<file path="config.mk">
export PLATFORM = sky130hd
export DESIGN_NAME = sqs_top
export DESIGN_NICKNAME = d
export VERILOG_FILES = /design/src/verilog/sqs_pkg.sv /design/src/verilog/sqs_sync.sv /design/src/verilog/sqs_top.sv
export VERILOG_INCLUDE_DIRS = /design/src /design/src/verilog
export SDC_FILE = /design/constraint.sdc
export NUM_CORES = 1
export LEC_CHECK = 0
export ABC_AREA = 1
export BUFFER_PORTS_ARGS = -buffer_cell sky130_fd_sc_hd__buf_2
export CORE_MARGIN = 10
export CORE_UTILIZATION = 61
export CTS_BUF_LIST = sky130_fd_sc_hd__clkbuf_8
export CTS_CLUSTER_DIAMETER = 200
export DETAILED_ROUTE_END_ITERATION = 6
export PLACE_DENSITY = 0.81
export SLEW_MARGIN = 20
export SYNTH_ARGS = -nofsm -noshare
export SYNTH_HDL_FRONTEND = slang
export SYNTH_HIERARCHICAL = 1
export SYNTH_SLANG_ARGS = --single-unit
</file>
<file path="constraint.sdc">
create_clock -name CORE_CLK -period 2 [get_ports CORE_CLK]
set_input_delay 0.2 -clock CORE_CLK [delete_from_list [all_inputs] [get_ports CORE_CLK]]
set_output_delay 0.2 -clock CORE_CLK [all_outputs]
set_load 0.03 [all_outputs]
</file>
<file path="src/verilog/sqs_params.svh">
`ifndef SQS_PARAMS_SVH
`define SQS_PARAMS_SVH

// Core clock period in ns
`define SQS_CLK_PERIOD_NS 4
// Coil-drive oscillator period in ns (20 kHz)
`define SQS_OSC_PERIOD_NS 50000
// Cycles of the core clock per oscillator period
`define SQS_OSC_CYCLES (`SQS_OSC_PERIOD_NS / `SQS_CLK_PERIOD_NS)
// Width of the oscillator divider counter
`define SQS_DIV_W 16
// Width of the quarter-step position counter
`define SQS_POS_W 4
// Position after reset
`define SQS_POS_RESET 4'h0
// Idle level of the active-low step pin
`define SQS_STEP_IDLE 1'b1
// Level of the direction pin assumed during reset
`define SQS_DIR_RESET 1'b0
// Direction pin level meaning counter-clockwise
`define SQS_DIR_CCW 1'b1

`endif

</file>
<file path="src/verilog/sqs_pkg.sv">
`include "sqs_params.svh"

package sqs_pkg;

	typedef enum logic [1:0] {
		SQS_OFF,
		SQS_RED,
		SQS_FULL
	} sqs_level_e;

	typedef struct packed {
		logic a_pos;
		logic a_neg;
		logic b_pos;
		logic b_neg;
		logic a_pos_red;
		logic a_neg_red;
		logic b_pos_red;
		logic b_neg_red;
	} sqs_drive_s;

	typedef struct packed {
		logic s1;
		logic s2;
		logic s3;
		logic q;
	} sqs_sync_s;

	typedef struct packed {
		logic [`SQS_POS_W-1:0] pos;
		logic step_prev;
		logic [`SQS_DIV_W-1:0] div;
		logic tick;
		logic moved;
		sqs_drive_s drive;
	} sqs_state_s;

endpackage : sqs_pkg

</file>
<file path="src/verilog/sqs_sync.sv">
`timescale 1ns/100ps

module sqs_sync #(
	parameter logic RESET_VAL = 1'b0
) (
	input wire logic clk,
	input wire logic rst,
	input wire logic din,
	output logic dout
);
	import sqs_pkg::*;

	sqs_sync_s st_r;
	sqs_sync_s st_nxt;

	// Three stages; output follows once stages two and three agree
	always_comb begin
		st_nxt = st_r;
		st_nxt.s1 = din;
		st_nxt.s2 = st_r.s1;
		st_nxt.s3 = st_r.s2;
		if (st_r.s2 == st_r.s3) begin
			st_nxt.q = st_r.s3;
		end
	end

	always_ff @(posedge clk or posedge rst) begin
		if (rst) begin
			st_r <= {4{RESET_VAL}};
		end else begin
			st_r <= st_nxt;
		end
	end

	assign dout = st_r.q;

endmodule : sqs_sync

</file>
<file path="src/verilog/sqs_top.sv">
`timescale 1ns/100ps
`include "sqs_params.svh"

// Overview of operation
// - Each step pulse moves the counter by one; direction selects up or down.
// - Sixteen quarter-steps of 0.45 deg make four 1.8 deg steps per 7.2 deg.
// - Opposite direction walks the same coil pattern in reverse order.
// - Counter value is translated by a fixed table into four coil drives.
// - Direction high steps counter-clockwise, low steps clockwise.
// - Some states drive reduced 41 percent current, flagged per polarity.
// - Coil-drive outputs are timed by a 20 kHz, 50 us oscillator tick.

module sqs_top #(
	parameter int unsigned OSC_CYCLES = `SQS_OSC_CYCLES
) (
	input wire logic CORE_CLK,
	input wire logic RESET,
	input wire logic CARRIAGE_STEP_PULSE_N,
	input wire logic CARRIAGE_DIRECTION,
	output logic WINDING_A_POS_DRIVE,
	output logic WINDING_A_NEG_DRIVE,
	output logic WINDING_B_POS_DRIVE,
	output logic WINDING_B_NEG_DRIVE,
	output logic WINDING_A_POS_REDUCED,
	output logic WINDING_A_NEG_REDUCED,
	output logic WINDING_B_POS_REDUCED,
	output logic WINDING_B_NEG_REDUCED,
	output logic [`SQS_POS_W-1:0] POSITION,
	output logic DRIVE_TICK,
	output logic STEP_TAKEN
);
	import sqs_pkg::*;

	localparam logic [`SQS_DIV_W-1:0] DIV_LAST =
		`SQS_DIV_W'(OSC_CYCLES - 1);

	// Ends of the sixteen-state quarter-step cycle
	localparam logic [`SQS_POS_W-1:0] POS_FIRST = '0;
	localparam logic [`SQS_POS_W-1:0] POS_LAST = '1;
	localparam logic [`SQS_POS_W-1:0] POS_ONE = `SQS_POS_W'(1);

	// Filtered pins and state
	logic step_n_f;
	logic dir_f;
	sqs_state_s st_r;
	sqs_state_s st_nxt;
	sqs_drive_s table_out;

	// Pin filters for the step and direction inputs
	sqs_sync #(
		.RESET_VAL(`SQS_STEP_IDLE)
	) u_step_sync (
		.clk(CORE_CLK),
		.rst(RESET),
		.din(CARRIAGE_STEP_PULSE_N),
		.dout(step_n_f)
	);

	sqs_sync #(
		.RESET_VAL(`SQS_DIR_RESET)
	) u_dir_sync (
		.clk(CORE_CLK),
		.rst(RESET),
		.din(CARRIAGE_DIRECTION),
		.dout(dir_f)
	);

	// Place one winding level onto a polarity pair
	function automatic void put_level(
		input sqs_level_e lvl,
		input logic neg,
		output logic pos_drv,
		output logic neg_drv,
		output logic pos_red,
		output logic neg_red
	);
		logic on;
		logic red;
		on = (lvl != SQS_OFF);
		red = (lvl == SQS_RED);
		pos_drv = on & ~neg;
		neg_drv = on & neg;
		pos_red = red & ~neg;
		neg_red = red & neg;
	endfunction : put_level

	// Quarter-step table: four magnitude steps per quadrant, quadrants
	// rotate the windings by one full step each
	function automatic sqs_drive_s lookup(
		input logic [`SQS_POS_W-1:0] pos
	);
		sqs_drive_s d;
		sqs_level_e m1;
		sqs_level_e m2;
		sqs_level_e la;
		sqs_level_e lb;
		logic na;
		logic nb;
		d = '0;
		case (pos[1:0])
			2'h0: begin
				m1 = SQS_FULL;
				m2 = SQS_OFF;
			end
			2'h1: begin
				m1 = SQS_FULL;
				m2 = SQS_RED;
			end
			2'h2: begin
				m1 = SQS_FULL;
				m2 = SQS_FULL;
			end
			default: begin
				m1 = SQS_RED;
				m2 = SQS_FULL;
			end
		endcase
		case (pos[3:2])
			2'h0: begin
				la = m1;
				na = 1'b0;
				lb = m2;
				nb = 1'b0;
			end
			2'h1: begin
				la = m2;
				na = 1'b1;
				lb = m1;
				nb = 1'b0;
			end
			2'h2: begin
				la = m1;
				na = 1'b1;
				lb = m2;
				nb = 1'b1;
			end
			default: begin
				la = m2;
				na = 1'b0;
				lb = m1;
				nb = 1'b1;
			end
		endcase
		put_level(la, na, d.a_pos, d.a_neg, d.a_pos_red, d.a_neg_red);
		put_level(lb, nb, d.b_pos, d.b_neg, d.b_pos_red, d.b_neg_red);
		return d;
	endfunction : lookup

	// Fixed translation of the current position
	assign table_out = lookup(st_r.pos);

	always_comb begin
		st_nxt = st_r;
		// Step edge detection and position counter
		st_nxt.step_prev = step_n_f;
		st_nxt.moved = 1'b0;
		// Falling edge of the filtered active-low step pulse
		if (st_r.step_prev && !step_n_f) begin
			st_nxt.moved = 1'b1;
			if (dir_f == `SQS_DIR_CCW) begin
				// Counter-clockwise walks the pattern backwards
				if (st_r.pos == POS_FIRST) begin
					st_nxt.pos = POS_LAST;
				end else begin
					st_nxt.pos = st_r.pos - POS_ONE;
				end
			end else begin
				// Clockwise walks the sixteen states forwards
				if (st_r.pos == POS_LAST) begin
					st_nxt.pos = POS_FIRST;
				end else begin
					st_nxt.pos = st_r.pos + POS_ONE;
				end
			end
		end

		// Oscillator divider for the coil-drive stage
		st_nxt.tick = 1'b0;
		if (st_r.div == DIV_LAST) begin
			st_nxt.div = '0;
			st_nxt.tick = 1'b1;
		end else begin
			st_nxt.div = st_r.div + `SQS_DIV_W'(1);
		end

		// Coil drives change only on the oscillator tick
		if (st_r.tick) begin
			st_nxt.drive = table_out;
		end
	end

	// Asynchronous reset: position home, drives off
	always_ff @(posedge CORE_CLK or posedge RESET) begin
		if (RESET) begin
			st_r.pos <= `SQS_POS_RESET;
			st_r.step_prev <= `SQS_STEP_IDLE;
			st_r.div <= '0;
			st_r.tick <= 1'b0;
			st_r.moved <= 1'b0;
			st_r.drive <= '0;
		end else begin
			st_r <= st_nxt;
		end
	end

	// Outputs straight from the state register
	assign WINDING_A_POS_DRIVE = st_r.drive.a_pos;
	assign WINDING_A_NEG_DRIVE = st_r.drive.a_neg;
	assign WINDING_B_POS_DRIVE = st_r.drive.b_pos;
	assign WINDING_B_NEG_DRIVE = st_r.drive.b_neg;
	assign WINDING_A_POS_REDUCED = st_r.drive.a_pos_red;
	assign WINDING_A_NEG_REDUCED = st_r.drive.a_neg_red;
	assign WINDING_B_POS_REDUCED = st_r.drive.b_pos_red;
	assign WINDING_B_NEG_REDUCED = st_r.drive.b_neg_red;
	assign POSITION = st_r.pos;
	assign DRIVE_TICK = st_r.tick;
	assign STEP_TAKEN = st_r.moved;

endmodule : sqs_top

</file>
=== Yosys cells after proc, flatten, opt, wreduce, memory -nomap -nowiden ===
Cells that the tools add are included.
W data, S select, Z words.

* Flip-flop bits (word level): 39
* Bits of input ports: 4
* Output and inout bits: 14

* $add $sub $neg: 3
* Eq/ne operators: 10
* Muxes and demuxes: 12
* Bitwise operators: 9
* Reductions and logical operators: 11

{| class="wikitable"
|+ Operators by type and width
! operator !! number
|-
| $add A16 B1 Y16 const B || 1
|-
| $eq A16 B14 Y1 const B || 1
|-
| $mux W16 || 1
|-
| $mux W4 || 3
|-
| $and A1 B1 Y1 || 8
|-
| $eq A2 B1 Y1 const B || 4
|-
| $mux W2 || 3
|-
| $reduce_or A2 Y1 || 3
|-
| $add A4 B1 Y4 const B || 1
|-
| $eq A2 B2 Y1 const B || 2
|-
| $eq A4 B4 Y1 const B || 1
|-
| $logic_not A2 Y1 || 2
|-
| $logic_not A4 Y1 || 1
|-
| $mux W1 || 4
|-
| $pmux W2 S2 || 1
|-
| $reduce_bool A2 Y1 || 2
|-
| $sub A4 B1 Y4 const B || 1
|-
| $reduce_or A3 Y1 || 1
|-
| $eq A1 B1 Y1 || 2
|-
| $logic_and A1 B1 Y1 || 1
|-
| $logic_not A1 Y1 || 1
|-
| $not A1 Y1 || 1
|}

=== Logic depth before layout (Yosys ltp) ===
Gate-level depths: netlist of the first run.

* Depth after elaboration: 6
* Gate-level depth with buffers: 8

=== By module ===
Netlist of the first run, hierarchy kept.

{| class="wikitable"
|+ By module, submodules not included
! module !! times used !! cells an instance !! area an instance (um^2)
|-
| sqs_top || 1 || 240 || 1,853.0
|-
| sqs_sync at u_step_sync || 1 || 9 || 125.1
|-
| sqs_sync at u_dir_sync || 1 || 9 || 120.1
|}

=== Worst setup path before layout of the first run ===
No wires, ideal clock.

* Path type: reg2reg
* Start point: register st_r, in the netlist POSITION[2]
* End point: register st_r, in the netlist WINDING_A_POS_DRIVE
* Setup time: 83 ps
* Arrival: 1,316 ps
* Required time: 1,917 ps
* Slack: 601 ps
* Cell stages (with the launch flop): 5
* Buffers on the path: 0
* Cells stage by stage: dfrtp_1 > inv_1 > ha_1 > or2_2 > o21ai_0

* Word-level cells in the longest chain between the ends: 5
* Elaborated cells on any way between the ends: 10

{| class="wikitable"
|+ Ends and longest elaborated chain
! what !! RTL line !! RTL
|-
| start: declaration || sqs_top.sv:45 || <nowiki>sqs_state_s st_r;</nowiki>
|-
| start signal: assignment || sqs_top.sv:202 || <nowiki>st_r <= st_nxt;</nowiki>
|-
| $eq A2 B2 Y1 (tied with other cells) || sqs_top.sv:118 || <nowiki>case (pos[3:2])</nowiki>
|-
| $reduce_or A2 Y1 (no line) || - ||
|-
| $mux W2 / $mux W1 (equally long branches) || sqs_top.sv:118 ||
|-
| $reduce_bool A2 Y1 / $not A1 Y1 (equally long branches) || sqs_top.sv:79, sqs_top.sv:81 ||
|-
| $and A1 B1 Y1 * || sqs_top.sv:81 || <nowiki>pos_drv = on & ~neg;</nowiki>
|}

Every way passes the cells marked *; elsewhere a longest branch is shown, timed or not.
A chain may end at the register's enable or synchronous reset.

=== Final worst setup path of the first run ===
* Start point: register st_r, in the netlist POSITION[2]
* End point: register st_r, in the netlist WINDING_B_POS_REDUCED

* Word-level cells in the longest chain between the ends: 5
* Elaborated cells on any way between the ends: 8

{| class="wikitable"
|+ Ends and longest elaborated chain
! what !! RTL line !! RTL
|-
| $eq A2 B2 Y1 / $logic_not A2 Y1 (equally long branches) || sqs_top.sv:118 ||
|-
| $reduce_or A2 Y1 (no line) || - ||
|-
| $mux W2 || sqs_top.sv:118 ||
|-
| $eq A2 B1 Y1 || sqs_top.sv:80 || <nowiki>red = (lvl == SQS_RED);</nowiki>
|-
| $and A1 B1 Y1 * || sqs_top.sv:83 || <nowiki>pos_red = red & ~neg;</nowiki>
|}

Marks and branches as above.

==> results of run 1 <==
## power groups by stage
stage | clock network, mW | logic [mW] | registers, mW
6_report | 0.482 | 0.688 | 0.943
4_1_cts | 0.502 | 0.687 | 0.942
2_1_floorplan | 0 | 0.589 | 0.940
3_3_place_gp | 0 | 0.670 | 0.952
5_1_grt | 0.535 | 0.787 | 0.953
3_5_place_dp | 0 | 0.682 | 0.957
## what timing repair did
action                                  in CTS  in global routing
hold buffers                                 1                  1
hold endpoints to repair                     8                  1
endpoints found under the setup margin       0                  0
buffers inserted                             0                  0
## per-stage QoR
stage               hold WS, ns  cells  instance area [µm²]  setup WS [ns]  total power [mW]
global route            0.00816    328                 2320          0.249              2.28
finish                   0.0261    328                 2320          0.389              2.11
global placement         0.0987    318                 2220          0.534              1.62
floorplan               -0.0339    258                 2100          0.601              1.53
detailed placement        0.102    318                 2220          0.441              1.64
CTS                     0.00650    327                 2310          0.430              2.13
## flip-flops by register name (all words and copies together) (netlist names)
register / cells
POSITION: 4
u_step_sync/st_nxt: 2
st_r: 17
u_step_sync/st_r: 1
u_dir_sync/dout: 1
u_dir_sync/st_r: 1
WINDING_B_POS_REDUCED: 1
WINDING_B_NEG_REDUCED: 1
WINDING_B_NEG_DRIVE: 1
WINDING_A_NEG_REDUCED: 1
STEP_TAKEN: 1
u_dir_sync/st_nxt: 2
WINDING_A_POS_REDUCED: 1
DRIVE_TICK: 1
WINDING_B_POS_DRIVE: 1
WINDING_A_NEG_DRIVE: 1
WINDING_A_POS_DRIVE: 1
u_step_sync/dout: 1
## layout make-up
cell class / instances / area [µm²]
inverters: 40 / 150
flip-flops and latches: 39 / 982
fillers: 280 / 1020
well taps: 46 / 57.6
clock inverters: 3 / 12.5
multi-input cells: 175 / 936
clock buffers: 5 / 68.8
repair buffers: 20 / 113
## cells in the final DEF, fill, tap and decap left out, drive strengths merged, types with 6 or more instances in the layout
| cell | count |
|---|---|
| xor2 | 7 |
| inv | 42 |
| a21oi | 6 |
| ha | 12 |
| nand3 | 15 |
| dfrtp | 34 |
| nor2 | 45 |
| buf | 18 |
| nand2 | 59 |
| o21ai | 16 |
| nand4 | 6 |
## path summary, 6_finish.rpt
kind | depth (start not counted) | startpoint | end
setup / recovery | 5 | POSITION[2] | WINDING_B_POS_REDUCED
hold / removal | 1 | CARRIAGE_DIRECTION | u_dir_sync/st_nxt[2]
setup reg to reg | 5 | POSITION[2] | WINDING_B_POS_REDUCED
hold reg to reg | 0 | u_step_sync/st_nxt[2] | u_step_sync/st_nxt[1]
max in group asynchronous | 4 | RESET | st_r[26]
min in group asynchronous | 3 | RESET | u_dir_sync/dout
## cells by family after synthesis
group | Yosys count
and+or+nand+nor | 130
buffers and inverters | 44
DFF | 39
AOI/OAI and AO/OA | 24
adders and majority gates | 12
xor gates and xnor gates | 9
## per-layer routing
layer  vias to the layer above  share of wire (%)  wire length, µm
met3                         6                8.3              327
met4                         0                1.2               48
met1                       755                 44             1740
met2                        73                 46             1820
met5                         -                  0                0
li1                        843                  -                -
==> results.py, run 1 <==
metrics = {
    "pwr": {
        "switching_share_pct": 37.4,
        "pwr-share-clk_pct": 22.8,
        "power_density_nw_per_um2": 911,
        "p_sw_mw": 0.790,
        "p_leak_nw": 1.22,
        "combPwrFrac_pct": 32.6,
        "vdd_drop_max_mv": 0.684,
        "power.internal_mw": 1.32,
        "seqPwrFrac_pct": 44.6,
    },
    "synth": {
        "ys.warnings.count": 6,
        "synthTopCellsByArea": "dfrtp_1 41%, nand2_1 9.7%, ha_1 7.2%, nor2_1 7.2%, inv_1 6.8%",
        "syn_nets": 274,
        "postSynthAreaPerCell_um2": 8.13,
        "synth_common_cells": "54 x nand2_1, 40 x nor2_1, 38 x inv_1",
        "yosysMostFrequentCell": "nand2_1",
        "synth-adder-area-share_pct": 7.16,
        "synth_edf_count": 0,
        "synth_cells": 258,
        "synth_flop_cell": "dfrtp_1",
        "synth_top_area_share_pct": 40.5,
        "synth-simple-area-share_pct": 27.5,
        "yosysTopAreaCell": "dfrtp_1",
        "ys_seq_area_share_pct": 46.8,
        "synth_compound_area_share_pct": 6.14,
        "async_flop_share_pct": 100,
        "synth_cell_type_count": 25,
        "synth-seq-cells": 39,
        "muxShareOfSynthArea_pct": 0,
        "synth_area_um2": 2100,
        "synth_xor_area_share_pct": 3.76,
        "synth_top_family_by_area": "simple AND/OR/NAND/NOR gates",
    },
    "global_routing": {
        "grt_use_total_pct": 13.6,
        "grt_pass1_wl_um": 6910,
        "grtUsageMet1_pct": 16.3,
        "antenna_found_initial": 0,
        "gr-total-overflow": 0,
        "busiest_layer": "met2",
        "globalRouteMet3Util_pct": 5.47,
        "use_met2_pct": 21.1,
        "grt_start_max_net_pins": 32,
        "grt_pass1_vias": 1613,
    },
    "sta": {
        "min_period_ns": 1.61,
        "finalHoldViolations": 0,
        "grt_setup_unrepaired": "no",
        "tightest_slew_ns": 0.384,
        "finClkSkew_ns": 0.00665,
        "totalNegativeSetupSlack_ns": 0,
        "report.final.slew_viol_count": 0,
        "slew_headroom_pct": 74.4,
        "fmax_ghz": 0.621,
        "setup_viol": 0,
        "post-route-period-util_pct": 80.6,
    },
    "route": {
        "ant_nets": 0,
        "num_vias": 1677,
        "drc_errors": 0,
        "wl_um": 3930,
        "vias_per_cell": 5.11,
        "drt-wirelength-per-cell_um": 12.0,
        "drt_iter0_markers": 126,
        "first_pass_iters": 4,
    },
    "worst_setup_path": {
        "end_kind": "flip-flop",
        "cp_top_family": "flip-flops",
        "critPathLaunchType": "flip-flop",
        "crit_path_top_delay_cell": "dfrtp_1",
        "crit_path_max_incr_delay_ns": 0.51,
        "critPathKind": "flip-flop to flip-flop",
        "critical_path_buf_inv_count": 1,
        "cp.arrival_ns": 1.79,
        "reg2reg_slack_ns": 0.39,
        "cp_max_fo": 9,
        "critPathMostFrequentCell": "o21ai_0",
        "worstPathCellList": "inv_1 -> ha_1 -> o21ai_0 -> nand3b_1 -> o21ai_0",
        "crit_required_ns": 2.18,
    },
    "floorplanning": {
        "start_util_pct": 62.9,
        "fp.dieArea_um2": 6190,
        "num_rows": 21,
        "core_um2": 3340,
        "ios": 18,
        "die-height_um": 78.7,
        "die_w_um": 78.7,
    },
    "final_layout": {
        "diodes": 0,
        "final_util_pct": 69.5,
        "final_layout_size_suffix_gt1_share_pct": 15.6,
        "syn2layout_area_growth_pct": 10.6,
        "nNetsFinal": 297,
    },
    "clock_tree": {
        "cts_root_buf": "clkbuf_8",
        "clkSlewWorstSetupHoldPaths_ns": 0.07,
        "cts_tree": "yes",
        "numClockSinks": 39,
        "cts.htree.levels": 2,
        "cts-resized-gates": 0,
        "clockBufferDepth": 2,
        "numCtsBuffers": 5,
        "clock_latency_ns": 0.28,
    },
    "hold_path": {
        "min-delay-path-class": "input port to flip-flop",
    },
    "flow_run": {
        "maxCapViolCount": 0,
    },
    "outcome": {
        "status": "complete, no violations",
    },
    "placement": {
        "globalplace.congestion": 0.938,
        "dpl.hpwl_um": 2970,
        "io_buffers": 17,
    },
}
Power figures use the tool's default switching activity.
==> run 2: changes to the inputs <==
- CORE_UTILIZATION: 61 -> 55
- PLACE_DENSITY: 0.81 -> 0.77
- clock period: 2 -> 1.45 ns (I/O delays scaled with it)
==> run 2 against run 1 <==
  * Sequential power up 30%
  * Register-to-register slack worse by 0.32 ns
  * First-iteration DRC count down 44%
  * Clock power up 51%
  * Critical endpoint is now WINDING_A_POS_DRIVE
  * Critical path depth down 1
  * Design area up 3.9%
  * Fmax up 17%
==> results.py, run 2 (synthesis gave the netlist of run 1 again) <==
metrics = {
    "sta": {
        "report.final.slew_viol_count": 0,
        "finClkSkew_ns": 0.00727,
        "tightest_slew_ns": 0.384,
        "setup_ws_ns": 0.0685,
        "post-route-period-util_pct": 95.3,
        "slew_headroom_pct": 74.4,
        "setup_viol": 0,
        "min_period_ns": 1.38,
        "finalHoldViolations": 0,
        "fmax_ghz": 0.724,
    },
    "route": {
        "wl_um": 3980,
        "drc_errors": 0,
        "num_vias": 1675,
        "first_pass_iters": 4,
        "ant_nets": 0,
        "vias_per_cell": 4.94,
        "drt-wirelength-per-cell_um": 11.7,
        "drt_iter0_markers": 71,
    },
    "pwr": {
        "p_leak_nw": 1.25,
        "power_density_nw_per_um2": 1290,
        "vdd_drop_max_mv": 0.860,
    },
    "clock_tree": {
        "clockBufferDepth": 2,
        "cts_root_buf": "clkbuf_8",
        "numCtsBuffers": 5,
        "cts.htree.levels": 2,
        "clock_latency_ns": 0.29,
        "numClockSinks": 39,
        "cts_tree": "yes",
        "clkSlewWorstSetupHoldPaths_ns": 0.08,
    },
    "outcome": {
        "status": "complete, no violations",
    },
    "floorplanning": {
        "ios": 18,
        "num_rows": 22,
        "die_w_um": 81.8,
        "core_um2": 3690,
        "fp.dieArea_um2": 6690,
        "die-height_um": 81.8,
        "start_util_pct": 56.9,
    },
    "final_layout": {
        "final_common_cell": "nand2_1",
        "final_cell_mix": "54 x nand2_1, 38 x nor2_1, 37 x inv_1",
        "nFillCells": 330,
        "regMostFlops": "st_r",
        "syn2layout_area_growth_pct": 14.9,
        "final_layout_size_suffix_gt1_share_pct": 20.6,
        "nNetsFinal": 306,
        "largest_reg_flops": 17,
        "diodes": 0,
        "design_area_um2": 2410,
    },
    "flow_run": {
        "maxCapViolCount": 0,
    },
    "placement": {
        "io_buffers": 17,
        "globalplace.congestion": 0.958,
        "dpl.hpwl_um": 3060,
        "dpl_cell_area_um2": 2270,
        "place_ws_ns": -0.0145,
    },
    "global_routing": {
        "gr-total-overflow": 0,
        "antenna_found_initial": 0,
        "grt_use_total_pct": 13.0,
        "grt_pass1_vias": 1539,
        "grt_pass1_wl_um": 6870,
        "grt_start_max_net_pins": 32,
    },
    "worst_setup_path": {
        "cp_max_fo": 5,
        "cp.arrival_ns": 1.59,
        "end_kind": "flip-flop",
        "crit_path_top_delay_cell": "dfrtp_1",
        "worstPathCellList": "inv_1 -> ha_1 -> or2_2 -> o21ai_0",
        "critPathKind": "flip-flop to flip-flop",
        "crit_path_max_incr_delay_ns": 0.38,
        "critPathLaunchType": "flip-flop",
        "crit_required_ns": 1.66,
        "r2r_cells": 4,
    },
    "hold_path": {
        "min-delay-path-class": "input port to async pin",
    },
}
## run 2: path summary, 6_finish.rpt
| path | startpoint | endpoint | slack, ns |
|---|---|---|---|
| worst max register to register | POSITION[2] | WINDING_A_POS_DRIVE | 0.07 |
| worst min-delay path | RESET | u_dir_sync/st_r[1] | 0.28 |
| worst min register to register | u_dir_sync/st_nxt[2] | u_dir_sync/st_nxt[1] | 0.36 |
| worst max-delay path | POSITION[2] | WINDING_A_POS_DRIVE | 0.07 |
| min in group CORE_CLK | u_dir_sync/st_nxt[2] | u_dir_sync/st_nxt[1] | 0.36 |
| max in group asynchronous | RESET | st_r[26] | 0.66 |
## run 2: through the flow
stage | util (%) | power [mW] | setup TNS (ns) | cells | hold slack [ns]
2_1_floorplan | - | 2.11 | 0 | 258 | -0.0889
3_3_place_gp | 61.4 | 2.33 | 0 | 326 | 0.0503
3_5_place_dp | 61.4 | 2.36 | -0.0237 | 326 | 0.0520
4_1_cts | 64.9 | 3.12 | 0 | 338 | 0.273
5_1_grt | 65.4 | 3.37 | -0.00293 | 339 | 0.296
6_report | 65.4 | 3.11 | 0 | 339 | 0.280
## run 2: repair_timing
item | in CTS | in global routing
pin swaps | 0 | 2
cloned | 0 | 0
buffers inserted | 1 | 1
hold buffers | 3 | 0
setup endpoints to repair | 4 | 12
resized for setup | 0 | 7
endpoints found under the hold margin | 40 | 0
## run 2: layer usage
metal | global-route usage (%) | vias up | share of wire, % | routed length [µm]
met2 | 20.7 | 37 | 44 | 1770
met3 | 4.59 | 6 | 6.1 | 244
li1 | - | 863 | - | -
met4 | 4.08 | 0 | 1.3 | 50
met5 | 0 | - | 0 | 0
met1 | 16.2 | 769 | 48 | 1910
## run 2: worst max-delay path: cells and delay by family, from the launching register on
family          cells  cell delay, ns
flops               1            0.38
simple gates        1            0.30
fa+ha+maj           1            0.27
compound gates      1            0.19
buf+inv             1            0.15
## run 2: layout make-up
cell class	count	area [µm²]	area share (%)
clock buffers	5	68.8	2.85
clock inverters	3	20.0	0.830
inverters	40	150	6.23
multi-input cells	175	946	39.2
flip-flops and latches	39	983	40.8
well taps	48	60.1	2.49
repair buffers	29	183	7.58
## run 2: where the power goes
part	switching [mW]	total, mW	internal, mW	leakage, nW
logic	0.716	1.15	0.435	0.718
clock network	0.393	0.728	0.335	0.0402
registers	0.0616	1.23	1.17	0.493
total	1.17	3.11	1.94	1.25
==> run 3: changes to the inputs <==
- CORE_ASPECT_RATIO: unset -> 1.25
==> run 3 against run 2 <==
  * First-iteration DRC count is 37% higher
  * Highest routed layer unchanged
  * Routed wire length is 3.7% higher
  * Non-clock buffer count stayed put
  * Register-to-register slack improved by 0.02 ns
  * Sequential share of layout area rose by 0.15 points
  * Worst setup slack gained 0.017 ns
  * Design area shrank 0.36%
  * Clock-buffer cell count unchanged
==> results.py, run 3 (synthesis gave the netlist of run 1 again) <==
metrics = {
    "global_routing": {
        "grt_pass1_wl_um": 7130,
        "gr-total-overflow": 0,
        "antenna_found_initial": 0,
        "grt_start_max_net_pins": 32,
        "grt_use_total_pct": 13.7,
        "grt_pass1_vias": 1649,
    },
    "clock_tree": {
        "clockBufferDepth": 2,
        "clkSlewWorstSetupHoldPaths_ns": 0.08,
        "numClockSinks": 39,
        "clock_latency_ns": 0.29,
        "cts_root_buf": "clkbuf_8",
        "numCtsBuffers": 5,
        "cts_tree": "yes",
        "cts.htree.levels": 2,
    },
    "sta": {
        "totalNegativeSetupSlack_ns": 0,
        "setup_ws_ns": 0.0860,
        "slew_headroom_pct": 74.1,
        "whs_ns": 0.293,
        "finalHoldViolations": 0,
        "report.final.slew_viol_count": 0,
        "tightest_slew_ns": 0.388,
        "setup_viol": 0,
        "grt_setup_unrepaired": "yes",
        "min_period_ns": 1.36,
        "finClkSkew_ns": 0.00786,
        "post-route-period-util_pct": 94.1,
        "fmax_ghz": 0.733,
    },
    "flow_run": {
        "maxCapViolCount": 0,
    },
    "final_layout": {
        "final_layout_size_suffix_gt1_share_pct": 20.6,
        "largest_reg_flops": 17,
        "nFillCells": 310,
        "nNetsFinal": 306,
        "final_common_cell": "nand2_1",
        "syn2layout_area_growth_pct": 14.5,
        "diodes": 0,
        "regMostFlops": "st_r",
        "final_cell_mix": "54 x nand2_1, 39 x nor2_1, 37 x inv_1",
    },
    "placement": {
        "place_ws_ns": 0.0252,
        "io_buffers": 17,
        "globalplace.congestion": 0.913,
        "dpl.hpwl_um": 3150,
    },
    "worst_setup_path": {
        "cp_max_fo": 5,
        "r2r-start": "POSITION[0]",
        "critPathKind": "flip-flop to flip-flop",
        "reg2reg_to": "POSITION[2]",
        "end_kind": "flip-flop",
        "crit_required_ns": 1.62,
        "r2r_cells": 5,
        "critPathLaunchType": "flip-flop",
        "critPathMostFrequentCell": "a21oi_1",
        "crit_path_top_delay_cell": "dfrtp_2",
        "crit_path_max_incr_delay_ns": 0.44,
        "worstPathCellList": "buf_4 -> ha_1 -> xor2_1 -> a21oi_1 -> a21oi_1",
        "cp.arrival_ns": 1.54,
        "reg2reg_slack_ns": 0.09,
    },
    "hold_path": {
        "min-delay-path-class": "input port to async pin",
    },
    "route": {
        "first_pass_iters": 4,
        "wl_um": 4120,
        "vias_per_cell": 5.06,
        "drt-wirelength-per-cell_um": 12.5,
        "drc_errors": 0,
        "num_vias": 1675,
        "ant_nets": 0,
        "drt_iter0_markers": 97,
    },
    "pwr": {
        "total_power_mw": 3.19,
        "p_leak_nw": 1.25,
        "vdd_drop_max_mv": 0.673,
        "power_density_nw_per_um2": 1330,
    },
    "floorplanning": {
        "num_rows": 25,
        "start_util_pct": 56.4,
        "die_w_um": 75.2,
        "core_um2": 3720,
        "fp.dieArea_um2": 6700,
        "ios": 18,
        "die-height_um": 89.1,
    },
    "outcome": {
        "status": "complete, no violations",
    },
}
run 3: area by class of cell:
type / count / area [µm²] / area share [%]
clock buffer: 5 / 68.8 / 2.86
clock inverter: 3 / 20.0 / 0.833
inverter: 40 / 150 / 6.25
multi-input combinational: 175 / 947 / 39.4
sequential: 39 / 983 / 40.9
tap: 40 / 50.0 / 2.08
timing repair buffer: 29 / 183 / 7.60
run 3: routing by layer:
metal	GRT usage, %	wire [µm]	part of all wire, %
met3	2.78	141	3.4
met5	0	0	0
met1	14.3	1710	41
met4	8.29	131	3.2
met2	24.4	2140	52
run 3: how the worst max path moves through the flow:
stage	slack, ns	to	from
after global placement	0.1	WINDING_B_POS_REDUCED	POSITION[0]
final	0.09	POSITION[2]	POSITION[0]
after global routing	-0.007	WINDING_A_NEG_DRIVE	POSITION[2]
after detailed placement	0.03	WINDING_B_NEG_REDUCED	POSITION[0]
after floorplan	0.05	WINDING_A_POS_DRIVE	POSITION[2]
after CTS	0.05	WINDING_B_NEG_REDUCED	POSITION[2]
run 3: critical path: cells and delay by family (launching register included):
family          cells  cell delay [ns]
flops               1             0.44
fa+ha+maj           1             0.25
compound gates      2             0.24
buf+inv             1             0.15
xor+xnor            1             0.17
run 3: through the flow:
stage | instance area [µm²] | std cells | utilization [%]
floorplan | 2100 | 258 | -
finish | 2400 | 331 | 64.5
global placement | 2260 | 318 | 60.6
detailed placement | 2260 | 318 | 60.6
CTS | 2380 | 329 | 63.8
global route | 2400 | 331 | 64.5
run 3: timing repair:
action                     in CTS  in global routing
setup buffers                   0                  2
hold endpoints to repair       40                  0
gates resized for setup         1                  7
setup endpoints to repair       1                  6
pin swaps                       0                  1
hold buffers                    3                  0
run 3: power breakdown:
group          switching, mW  leakage (nW)  internal [mW]  total, mW
clock                  0.382        0.0402          0.334      0.716
combinational          0.761         0.716          0.479       1.24
sequential            0.0620         0.493           1.17       1.23
total                   1.21          1.25           1.99       3.19
